[src/hw/bfs_pkg.sv]
// Constants and types for the buck fault and soft-start sequencer
package bfs_pkg;
  // Clock
  localparam int CLK_PERIOD_NS = 40;
  // Fault filter, least time, rounded up
  localparam int FILTER_NS = 5000;
  localparam int FILTER_CYC = (FILTER_NS + CLK_PERIOD_NS - 1) / CLK_PERIOD_NS;
  // Minimum off-time, longest time, rounded down, at least one cycle
  localparam int MIN_OFF_NS = 550;
  localparam int MIN_OFF_CYC = (MIN_OFF_NS / CLK_PERIOD_NS) < 1 ? 1 :
                               (MIN_OFF_NS / CLK_PERIOD_NS);
  localparam int MIN_OFF_FACTOR_SS1 = 2;
  // Soft-start in switching cycles
  localparam int SS_STEP_CYC = 110;
  localparam int SS_STEPS = 4;
  localparam int SS_TOTAL_CYC = SS_STEP_CYC * SS_STEPS;
  localparam int SS_CNT_W = 9;
  localparam int FLT_CNT_W = 8;
  localparam int MOFF_CNT_W = 6;
  // Current-limit steps: 25, 50, 75, 100 percent
  localparam logic [1:0] CL_25 = 2'h0;
  localparam logic [1:0] CL_50 = 2'h1;
  localparam logic [1:0] CL_75 = 2'h2;
  localparam logic [1:0] CL_100 = 2'h3;
  // Positions in the synchronised pin vector
  localparam int IX_POR = 0;
  localparam int IX_LOCK = 1;
  localparam int IX_EN = 2;
  localparam int IX_OV = 3;
  localparam int IX_UV = 4;
  localparam int IX_PG = 5;
  localparam int IX_ON = 6;
  localparam int IX_DLOFF = 7;
  localparam int IX_PHLOW = 8;
  localparam int IX_PHHI = 9;
  localparam int PIN_W = 10;
  // Fault filter indices
  localparam int FX_OV = 0;
  localparam int FX_UV = 1;
  // Switching states, one-hot
  typedef enum logic [6:0] {
    BFS_OFF = 7'h01,
    BFS_LOW = 7'h02,
    BFS_WAIT_HI = 7'h04,
    BFS_HIGH = 7'h08,
    BFS_WAIT_LO = 7'h10,
    BFS_OV_LATCH = 7'h20,
    BFS_UV_LATCH = 7'h40
  } bfs_state_t;
endpackage : bfs_pkg

[src/hw/bfs_sequencer.sv]
// Fault latch, soft-start and gate interlock of one buck channel
`timescale 1ns/1ps
module bfs_sequencer
  import bfs_pkg::*;
#(
  parameter int SS_STEP = SS_STEP_CYC,
  parameter int FILTER = FILTER_CYC
) (
  // Clock, reset, enable
  input wire logic I_CLK,
  input wire logic I_RESETN,
  input wire logic I_CE,
  // Analog comparator pins
  input wire logic I_SUPPLY_POR_OK,
  input wire logic I_SUPPLY_LOCKOUT_OK,
  input wire logic I_ENABLE_POWERSAVE_PIN,
  input wire logic I_OV_DETECT,
  input wire logic I_UV_DETECT,
  input wire logic I_PG_DETECT,
  input wire logic I_ON_REQUEST,
  input wire logic I_LOW_GATE_OFF_SENSE,
  input wire logic I_PHASE_NODE_LOW,
  input wire logic I_PHASE_NODE_HIGH,
  // Gate drive
  output logic O_GATE_DRIVE_EN,
  output logic O_HIGH_GATE_DRIVE,
  output logic O_HIGH_GATE_STRONG,
  output logic O_LOW_GATE_DRIVE,
  // Soft-start and bias
  output logic O_BIAS_EN,
  output logic [1:0] O_CURRENT_LIMIT_STEP,
  output logic O_DOUBLE_MIN_OFF,
  output logic O_SENSE_OFFSET_EN,
  output logic O_SOFTSTART_DONE,
  // Status
  output logic O_POWER_GOOD_OUT_O,
  output logic O_POWER_GOOD_OUT_OE,
  output logic O_OV_FAULT,
  output logic O_UV_FAULT
);

  if (SS_STEP < 1 || SS_STEP * SS_STEPS >= (1 << SS_CNT_W)) begin : g_chk_ss
    $error("SS_STEP out of range");
  end
  if (FILTER < 1 || FILTER >= (1 << FLT_CNT_W)) begin : g_chk_flt
    $error("FILTER out of range");
  end

  localparam logic [SS_CNT_W-1:0] SS_S1 = SS_CNT_W'(SS_STEP);
  localparam logic [SS_CNT_W-1:0] SS_S2 = SS_CNT_W'(2 * SS_STEP);
  localparam logic [SS_CNT_W-1:0] SS_S3 = SS_CNT_W'(3 * SS_STEP);
  localparam logic [SS_CNT_W-1:0] SS_END = SS_CNT_W'(SS_STEPS * SS_STEP);
  localparam logic [FLT_CNT_W-1:0] FLT_LAST = FLT_CNT_W'(FILTER - 1);
  localparam logic [MOFF_CNT_W-1:0] MOFF_N = MOFF_CNT_W'(MIN_OFF_CYC);
  localparam logic [MOFF_CNT_W-1:0] MOFF_D =
    MOFF_CNT_W'(MIN_OFF_FACTOR_SS1 * MIN_OFF_CYC);

  // Pin synchroniser
  logic [PIN_W-1:0] pins;
  logic [PIN_W-1:0] sync1_reg;
  logic [PIN_W-1:0] sync2_reg;
  assign pins = {I_PHASE_NODE_HIGH, I_PHASE_NODE_LOW, I_LOW_GATE_OFF_SENSE,
                 I_ON_REQUEST, I_PG_DETECT, I_UV_DETECT, I_OV_DETECT,
                 I_ENABLE_POWERSAVE_PIN, I_SUPPLY_LOCKOUT_OK,
                 I_SUPPLY_POR_OK};

  always_ff @(posedge I_CLK or negedge I_RESETN) begin
    if (!I_RESETN) begin
      sync1_reg <= '0;
      sync2_reg <= '0;
    end else if (I_CE) begin
      sync1_reg <= pins;
      sync2_reg <= sync1_reg;
    end
  end

  // Core state
  bfs_state_t state_reg, state_next;
  logic [SS_CNT_W-1:0] ss_cnt_reg, ss_cnt_next;
  logic [MOFF_CNT_W-1:0] moff_cnt_reg, moff_cnt_next;
  logic [FLT_CNT_W-1:0] flt_cnt_reg [2];
  logic [FLT_CNT_W-1:0] flt_cnt_next [2];
  logic [1:0] det;
  logic [1:0] trip;
  logic run;
  logic active;
  logic ss_done;
  logic [MOFF_CNT_W-1:0] moff_lim;

  assign run = sync2_reg[IX_POR] & sync2_reg[IX_LOCK] & sync2_reg[IX_EN];
  assign ss_done = (ss_cnt_reg == SS_END);
  assign active = run & (state_reg != BFS_OFF) &
                  (state_reg != BFS_OV_LATCH) & (state_reg != BFS_UV_LATCH);
  assign det[FX_OV] = active & sync2_reg[IX_OV];
  assign det[FX_UV] = active & ss_done & sync2_reg[IX_UV];
  assign moff_lim = (ss_cnt_reg < SS_S1) ? MOFF_D : MOFF_N;

  for (genvar g = 0; g < 2; g++) begin : g_flt
    assign trip[g] = det[g] & (flt_cnt_reg[g] == FLT_LAST);
    always_comb begin
      flt_cnt_next[g] = '0;
      if (det[g] && !trip[g]) begin
        flt_cnt_next[g] = flt_cnt_reg[g] + FLT_CNT_W'(1);
      end
    end
  end

  always_comb begin
    state_next = state_reg;
    ss_cnt_next = ss_cnt_reg;
    moff_cnt_next = moff_cnt_reg;
    if (moff_cnt_reg != '1) begin
      moff_cnt_next = moff_cnt_reg + MOFF_CNT_W'(1);
    end
    if (!run) begin
      state_next = BFS_OFF;
      ss_cnt_next = '0;
    end else if (trip[FX_OV]) begin
      state_next = BFS_OV_LATCH;
    end else if (trip[FX_UV]) begin
      state_next = BFS_UV_LATCH;
    end else begin
      case (state_reg)
        BFS_OFF: begin
          if (sync2_reg[IX_PHLOW]) begin
            state_next = BFS_LOW;
            moff_cnt_next = '0;
          end
        end
        BFS_LOW: begin
          if (moff_cnt_reg >= moff_lim - MOFF_CNT_W'(1) &&
              sync2_reg[IX_ON]) begin
            state_next = BFS_WAIT_HI;
          end
        end
        BFS_WAIT_HI: begin
          if (sync2_reg[IX_DLOFF]) begin
            state_next = BFS_HIGH;
          end
        end
        BFS_HIGH: begin
          if (!sync2_reg[IX_ON]) begin
            state_next = BFS_WAIT_LO;
          end
        end
        BFS_WAIT_LO: begin
          if (sync2_reg[IX_PHLOW]) begin
            state_next = BFS_LOW;
            moff_cnt_next = '0;
            if (!ss_done) begin
              ss_cnt_next = ss_cnt_reg + SS_CNT_W'(1);
            end
          end
        end
        BFS_OV_LATCH: state_next = BFS_OV_LATCH;
        BFS_UV_LATCH: state_next = BFS_UV_LATCH;
        default: state_next = BFS_OFF;
      endcase
    end
  end

  // Registered outputs, decoded from next state and synchronised pins
  logic gate_en_next, high_next, strong_next, low_next;
  logic [1:0] cl_next;
  logic dbl_next, ofs_next, ssd_next, pg_oe_next, ov_next, uv_next;

  always_comb begin
    gate_en_next = (state_next != BFS_OFF) && (state_next != BFS_UV_LATCH);
    high_next = (state_next == BFS_HIGH);
    strong_next = high_next && sync2_reg[IX_PHHI];
    // low drive held on in overvoltage
    low_next = (state_next == BFS_LOW) || (state_next == BFS_OV_LATCH);
    if (ss_cnt_next < SS_S1) begin
      cl_next = CL_25;
    end else if (ss_cnt_next < SS_S2) begin
      cl_next = CL_50;
    end else if (ss_cnt_next < SS_S3) begin
      cl_next = CL_75;
    end else begin
      cl_next = CL_100;
    end
    dbl_next = (ss_cnt_next < SS_S1);
    ofs_next = dbl_next && (state_next != BFS_OFF);
    ssd_next = (ss_cnt_next == SS_END);
    pg_oe_next = !(ssd_next && sync2_reg[IX_PG] &&
                   (state_next != BFS_OFF) &&
                   (state_next != BFS_OV_LATCH) &&
                   (state_next != BFS_UV_LATCH));
    ov_next = (state_next == BFS_OV_LATCH);
    uv_next = (state_next == BFS_UV_LATCH);
  end

  always_ff @(posedge I_CLK or negedge I_RESETN) begin
    if (!I_RESETN) begin
      state_reg <= BFS_OFF;
      ss_cnt_reg <= '0;
      moff_cnt_reg <= '0;
      flt_cnt_reg[0] <= '0;
      flt_cnt_reg[1] <= '0;
      O_GATE_DRIVE_EN <= 1'b0;
      O_HIGH_GATE_DRIVE <= 1'b0;
      O_HIGH_GATE_STRONG <= 1'b0;
      O_LOW_GATE_DRIVE <= 1'b0;
      O_BIAS_EN <= 1'b0;
      O_CURRENT_LIMIT_STEP <= CL_25;
      O_DOUBLE_MIN_OFF <= 1'b1;
      O_SENSE_OFFSET_EN <= 1'b0;
      O_SOFTSTART_DONE <= 1'b0;
      O_POWER_GOOD_OUT_O <= 1'b0;
      O_POWER_GOOD_OUT_OE <= 1'b1;
      O_OV_FAULT <= 1'b0;
      O_UV_FAULT <= 1'b0;
    end else if (I_CE) begin
      state_reg <= state_next;
      ss_cnt_reg <= ss_cnt_next;
      moff_cnt_reg <= moff_cnt_next;
      flt_cnt_reg[0] <= flt_cnt_next[0];
      flt_cnt_reg[1] <= flt_cnt_next[1];
      O_GATE_DRIVE_EN <= gate_en_next;
      O_HIGH_GATE_DRIVE <= high_next;
      O_HIGH_GATE_STRONG <= strong_next;
      O_LOW_GATE_DRIVE <= low_next;
      O_BIAS_EN <= sync2_reg[IX_POR];
      O_CURRENT_LIMIT_STEP <= cl_next;
      O_DOUBLE_MIN_OFF <= dbl_next;
      O_SENSE_OFFSET_EN <= ofs_next;
      O_SOFTSTART_DONE <= ssd_next;
      O_POWER_GOOD_OUT_O <= 1'b0;
      O_POWER_GOOD_OUT_OE <= pg_oe_next;
      O_OV_FAULT <= ov_next;
      O_UV_FAULT <= uv_next;
    end
  end
endmodule : bfs_sequencer

[config.mk]
export PLATFORM = sky130hd
export DESIGN_NAME = bfs_sequencer
export DESIGN_NICKNAME = d
export VERILOG_FILES = /design/src/hw/bfs_pkg.sv /design/src/hw/bfs_sequencer.sv
export SDC_FILE = /design/constraint.sdc
export NUM_CORES = 1
export LEC_CHECK = 0
export BUFFER_PORTS_ARGS = -buffer_cell sky130_fd_sc_hd__buf_2
export CAP_MARGIN = 20
export CORE_ASPECT_RATIO = 1.75
export CORE_UTILIZATION = 47
export CTS_BUF_LIST = sky130_fd_sc_hd__clkbuf_16
export DETAILED_ROUTE_END_ITERATION = 12
export GPL_TIMING_DRIVEN = 0
export PLACE_DENSITY = 0.71
export SLEW_MARGIN = 10
export SYNTH_ARGS = -nofsm -noshare
export SYNTH_HDL_FRONTEND = slang
export SYNTH_SLANG_ARGS = --single-unit
export TNS_END_PERCENT = 5
[constraint.sdc]
create_clock -name I_CLK -period 8.3 [get_ports I_CLK]
set_input_delay 1.66 -clock I_CLK [delete_from_list [all_inputs] [get_ports I_CLK]]
set_output_delay 1.66 -clock I_CLK [all_outputs]
set_load 0.01 [all_outputs]
==> results.tsv, run 1 <==
metric	value	unit
Top FF cell, synth	dfrtp_1	
fraction of layout cells with a size suffix above 1	0.216	
WP data required	8580	ps
number of max-cap violations	0	
CTS tree	yes	
layout net count	477	
Hold Crit Class	flip-flop to flip-flop	
syn_nets	441	
average cell area after synthesis	9.78	um2
Sequential Power Share	0.419	
vias in the first global route	3451	
Peak supply drop	0.151	mV
# diodes	0	
Tmin final	3250	ps
r2r setup slk	5050	ps
# port buffers	24	
DRT Wirelength	10100	um
DP Area	0.00438	mm2
status	finished clean	
Layout Skew	6.04	ps
Via density	5.88	
fin. max-slew vios	0	
power per cell area	205	mW/mm2
Final Instance Area	0.00472	mm2
total grt overflow	0	
hpwl dp	7280	um
DIE WIDTH	72.5	um
Fmax achieved	0.308	GHz
Setup crit start kind	flip-flop	
internal power	718	uW
Yosys cell types	73	
via count	3376	
Post-synth EDFFs	0	
DRC viols	0	
synthesized area	0.00409	mm2
synthesis-stage register bit count	71	
Pleak	1.98	nW
combinational power share	0.114	
Reg2Reg Depth	12	
# hold bufs at CTS	0	
CP Capture Type	flip-flop	
first-pass GRT wire length	17200	um
Synth top cells by count	dfrtp_1 (68), nor2_1 (37), nand2_1 (32), o21ai_0 (30), mux2_2 (24)	
CTS resizes	0	
min-delay src	O_DOUBLE_MIN_OFF	
max FFs per register	16	
P&R area growth vs syn	15.5	%
cell taking the most area after synthesis	dfrtp_1	
Sw Ratio	0.259	
Root Driver	clkbuf_16	
Slew HR	0.536	
WHS Endpoint	O_DOUBLE_MIN_OFF	
total track usage	0.250	
final setup violating endpoints	0	
gate count of the mapped netlist	418	
CP Class	flip-flop to flip-flop	
Final Hold Violating Endpoints	0	
sequential fraction of the synthesis area	0.435	
clock share of power	0.466	
final worst-path cycle share	0.391	
initial antenna violation count	0	
core area	0.00837	mm2
Post-CTS Setup Inserts	0	
Die Ht	125	um
TritonCTS Buffers	9	
die area	0.00909	mm2
Initial Util	0.489	
FF+latch area	0.00178	mm2
worst hold stages	2	
wire length per cell	17.6	um
most numerous cell in the Yosys netlist	dfrtp_1	
Net Sw Power	251	uW
RR Startpoint	ss_cnt_reg[2]	
fill count	770	
top area cells in the synthesized netlist	dfrtp_1 (42%), mux2_2 (6.6%), o21ai_0 (3.7%)	
Core Rows	44	
IO Pins	27	
Yosys top cell area share	0.416	
worst skew pair latency	350	ps
CTS Sinks	71	
worst-path fanout max	10	
Worst-path clk slew	60	ps
R2R Path End	O_POWER_GOOD_OUT_OE	
largest net degree at the start of global routing	37	
Clock Tree Buf Depth	2	
RePlAce Congestion	0.906	
H-tree depth	3	
1st-pass router iterations	4	
Least-Margin Pin Slew	696	ps
multi-input logic area	0.00213	mm2
setup TNS	0	ps
Antenna Nets Post-Route	0	
DR iter-0 viols	221	
asr flop ratio synth	1.00	
Worst Path Arrival	3530	ps
RSZ-0062 raised after global routing	false	
Ys Warns	0	
==> stage by stage <==
| stage | util | power, mW | hold slack [ps] | cells | setup WS, ps |
|---|---|---|---|---|---|
| global route | 0.564 | 1.01 | 490 | 574 | 4860 |
| floorplan | - | 0.481 | 449 | 418 | 5440 |
| finish | 0.564 | 0.969 | 465 | 574 | 5050 |
| global placement | 0.520 | 0.517 | 448 | 557 | 4770 |
| detailed placement | 0.523 | 0.524 | 449 | 558 | 4730 |
| CTS | 0.564 | 0.976 | 460 | 574 | 5030 |
==> placed cells by master, fill, tap and decap left out, drive strengths merged, types with 4 or more instances in the layout <==
| cell type | Yosys | final |
|---|---|---|
| o2bb2ai | 5 | 5 |
| nand2 | 33 | 33 |
| o31ai | 8 | 8 |
| nor2 | 38 | 38 |
| xor2 | 9 | 9 |
| buf | 12 | 37 |
| ha | 10 | 10 |
| o21ai | 32 | 32 |
| nand2b | 5 | 5 |
| dfrtp | 68 | 68 |
| and3 | 8 | 8 |
| a21oi | 20 | 20 |
| nor3 | 7 | 7 |
| clkbuf | 10 | 19 |
| mux2 | 24 | 24 |
| xnor2 | 9 | 9 |
| nand4b | 8 | 8 |
| nor4 | 5 | 5 |
| nand4 | 12 | 12 |
| nand3 | 19 | 19 |
| inv | 17 | 18 |
| and2 | 4 | 4 |
==> how the worst max path moves through the flow <==
stage,start,to
finish,ss_cnt_reg[2],O_POWER_GOOD_OUT_OE
global route,ss_cnt_reg[2],O_POWER_GOOD_OUT_OE
CTS,ss_cnt_reg[2],O_POWER_GOOD_OUT_OE
detailed placement,I_CE,flt_cnt_reg[2]
global placement,I_CE,ss_cnt_reg[4]
floorplan,I_CE,flt_cnt_reg[2]
==> worst max-delay path, cell delays in order (launching register included) <==
cell and delay, ps:
dfrtp_1 400, buf_2 190, and3_1 220, o211ai_1 180
nand2_1 140, ha_1 310, a311o_1 400, a2111oi_2 460
o31ai_1 120, a21boi_1 330, nor2_1 110, and3_1 180
a21oi_1 140
==> cell type report <==
| class | instances | share of cell area |
|---|---|---|
| Clock buffer | 9 | 0.0477 |
| Buffer | 22 | 0.0225 |
| Tap cell | 115 | 0.0305 |
| Inverter | 18 | 0.0143 |
| Sequential cell | 71 | 0.377 |
| Timing Repair Buffer | 25 | 0.0302 |
| Multi-Input combinational cell | 307 | 0.452 |
| Clock inverter | 7 | 0.0254 |
==> kinds of logic after synthesis <==
family	synth area share
mux	0.0734
simple gates	0.223
xor+xnor	0.0386
flops	0.435
compound gates	0.155
fa+ha+maj	0.0306
buf+inv	0.0425
other cells	0.000917
==> power by group through the flow <==
stage / combinational, mW / clock [mW] / sequential, mW
floorplan: 0.0759 / 0 / 0.405
global placement: 0.106 / 0 / 0.411
detailed placement: 0.111 / 0 / 0.412
CTS: 0.112 / 0.458 / 0.406
global route: 0.125 / 0.472 / 0.411
finish: 0.111 / 0.452 / 0.406
==> metal layers <==
layer / routed length, um / track usage
met4: 405 / 0.121
met3: 321 / 0.0475
met5: 0 / 0
met2: 5520 / 0.439
met1: 3830 / 0.282
Note: power is estimated with default switching activity, not from simulation.
==> run 2, diff against run 1 <==
--- a/config.mk
+++ b/config.mk
@@ -5,6 +5,7 @@
 export SDC_FILE = /design/constraint.sdc
 export NUM_CORES = 1
 export LEC_CHECK = 0
+export ABC_AREA = 1
 export BUFFER_PORTS_ARGS = -buffer_cell sky130_fd_sc_hd__buf_2
 export CAP_MARGIN = 20
 export CORE_ASPECT_RATIO = 1.75
==> constraint.sdc (replaced) <==
create_clock -name I_CLK -period 3.15 [get_ports I_CLK]
set_input_delay 0.63 -clock I_CLK [delete_from_list [all_inputs] [get_ports I_CLK]]
set_output_delay 0.63 -clock I_CLK [all_outputs]
set_load 0.01 [all_outputs]
==> results.tsv, run 2 <==
metric	value	unit
status	finished clean	
Post-synth EDFFs	0	
synthesis-stage register bit count	71	
DRC viols	0	
Hold Crit Class	input port to async pin	
first-pass GRT wire length	17300	um
WP data required	3420	ps
RSZ-0062 raised after global routing	false	
H-tree depth	3	
Worst-path clk slew	60	ps
1st-pass router iterations	5	
power per cell area	527	mW/mm2
layout net count	626	
die area	0.00908	mm2
most frequent cells in the layout	nand2_1 (202), dfrtp_1 (68), inv_1 (62)	
CP max-delay cell	dfrtp_1	
setup TNS	0	ps
Slew HR	0.563	
Pleak	2.42	nW
DRT Wirelength	9910	um
Ys Warns	0	
RR Startpoint	ss_cnt_reg[1]	
TritonCTS Buffers	9	
initial antenna violation count	0	
Yosys cell types	36	
Net Sw Power	625	uW
synthesized area	0.00408	mm2
wire length per cell	13.7	um
total grt overflow	0	
Top FF cell, synth	dfrtp_1	
Peak supply drop	0.475	mV
Via density	5.21	
Non-Filler Instances	723	
vias in the first global route	3777	
P&R area growth vs syn	15.6	%
Antenna Nets Post-Route	0	
Synth top cells by count	nand2_1 (202), dfrtp_1 (68), inv_1 (60), nor2_1 (51), o21ai_0 (41)	
DR iter-0 viols	218	
Initial Util	0.488	
Yosys top cell area share	0.417	
crit path launch	ss_cnt_reg[1]	
max incr delay on CP	450	ps
RePlAce Congestion	0.956	
number of max-cap violations	0	
Critical Path, Cell by Cell	inv_1 > ha_1 > nand2_1 > nor2_1 > nand2_1 > nor2_1 > nand3_1 > nand2_1 > a21oi_1 > or2_0 > nor2_1 > nand3_1 > o21bai_1 > inv_1	
combinational power share	0.123	
clock share of power	0.457	
sequential fraction of the synthesis area	0.436	
gate count of the mapped netlist	566	
IO Pins	27	
worst-path fanout max	6	
Core Rows	44	
DIE WIDTH	72.5	um
Post-CTS Setup Inserts	0	
via count	3767	
fin worst setup slack	706	ps
Clock Tree Buf Depth	2	
fin. max-slew vios	0	
Root Driver	clkbuf_16	
CP Class	flip-flop to flip-flop	
worst skew pair latency	340	ps
hpwl dp	7490	um
syn_nets	589	
average cell area after synthesis	7.22	um2
Final Hold Violating Endpoints	0	
Worst Path Arrival	2710	ps
CTS tree	yes	
Layout Skew	7.88	ps
asr flop ratio synth	1.00	
# diodes	0	
Sequential Power Share	0.420	
Top Family by Delay on Critical Path	simple AND/OR/NAND/NOR gates	
max FFs per register	16	
commonest non-fill, non-tap cell in the layout	nand2_1	
CTS resizes	0	
placed cell count	707	
CP Capture Type	flip-flop	
final setup violating endpoints	0	
total track usage	0.248	
Die Ht	125	um
Least-Margin Pin Slew	656	ps
largest net degree at the start of global routing	61	
Sw Ratio	0.251	
buffers and inverters on the worst path	2	
Fmax achieved	0.409	GHz
most numerous cell in the Yosys netlist	nand2_1	
Tmin final	2440	ps
pre-CTS setup slack	537	ps
top area cells in the synthesized netlist	dfrtp_1 (42%), nand2_1 (19%), inv_1 (5.5%)	
# hold bufs at CTS	0	
core area	0.00837	mm2
# port buffers	25	
Setup crit start kind	flip-flop	
cell taking the most area after synthesis	dfrtp_1	
CTS Sinks	71	
fraction of layout cells with a size suffix above 1	0.0970	
internal power	1.86	mW
final worst-path cycle share	0.776	
Total Power Consumption	2.49	mW
==> run 2: worst paths after layout <==
path	to	slack (ps)	cells past startpoint
worst max-delay path	O_POWER_GOOD_OUT_OE	710	14
worst min-delay path	moff_cnt_reg[3]	140	1
worst max register to register	O_POWER_GOOD_OUT_OE	710	14
worst min register to register	sync1_reg[7]	470	2
max in group asynchronous	O_POWER_GOOD_OUT_OE	2420	2
min in group I_CLK	sync1_reg[7]	470	2
==> run 2: layer usage <==
| metal | GRT usage | up-vias | wire, um |
|---|---|---|---|
| met2 | 0.413 | 88 | 5100 |
| met1 | 0.281 | 1750 | 3910 |
| li1 | - | 1885 | - |
| met5 | 0 | - | 0 |
| met3 | 0.0483 | 44 | 318 |
| met4 | 0.161 | 0 | 590 |
==> run 2: metrics by stage <==
stage / util / area (um2) / hold slack (ps)
final: 0.564 / 4720 / 136
after global routing: 0.564 / 4720 / 140
after CTS: 0.564 / 4720 / 129
after detailed placement: 0.524 / 4380 / 458
after global placement: 0.520 / 4350 / 456
after floorplan: - / 4080 / 334
==> run 2: layout make-up <==
cell class,instances,area (um2)
plain buffers,17,77.6
repair buffers,26,155
clock inverters,7,114
multi-input cells,413,1980
inverters,65,244
clock buffers,9,225
well taps,115,144
fillers,812,3650
flip-flops and latches,71,1780
==> run 2: kinds of logic after synthesis <==
| family | Yosys count | share of synthesized area |
|---|---|---|
| AOI/OAI and AO/OA | 63 | 0.0821 |
| DFF | 71 | 0.436 |
| other | 1 | 0.000918 |
| buffers and inverters | 82 | 0.0787 |
| adders and majority gates | 10 | 0.0306 |
| and+or+nand+nor | 326 | 0.344 |
| xor gates and xnor gates | 13 | 0.0279 |
==> run 2: power groups by stage <==
stage | Combinational [mW] | Clock [mW] | Sequential, mW
after floorplan | 0.212 | 0 | 1.04
after global placement | 0.287 | 0 | 1.06
after detailed placement | 0.305 | 0 | 1.06
after CTS | 0.308 | 1.16 | 1.04
after global routing | 0.355 | 1.20 | 1.05
final | 0.306 | 1.14 | 1.04
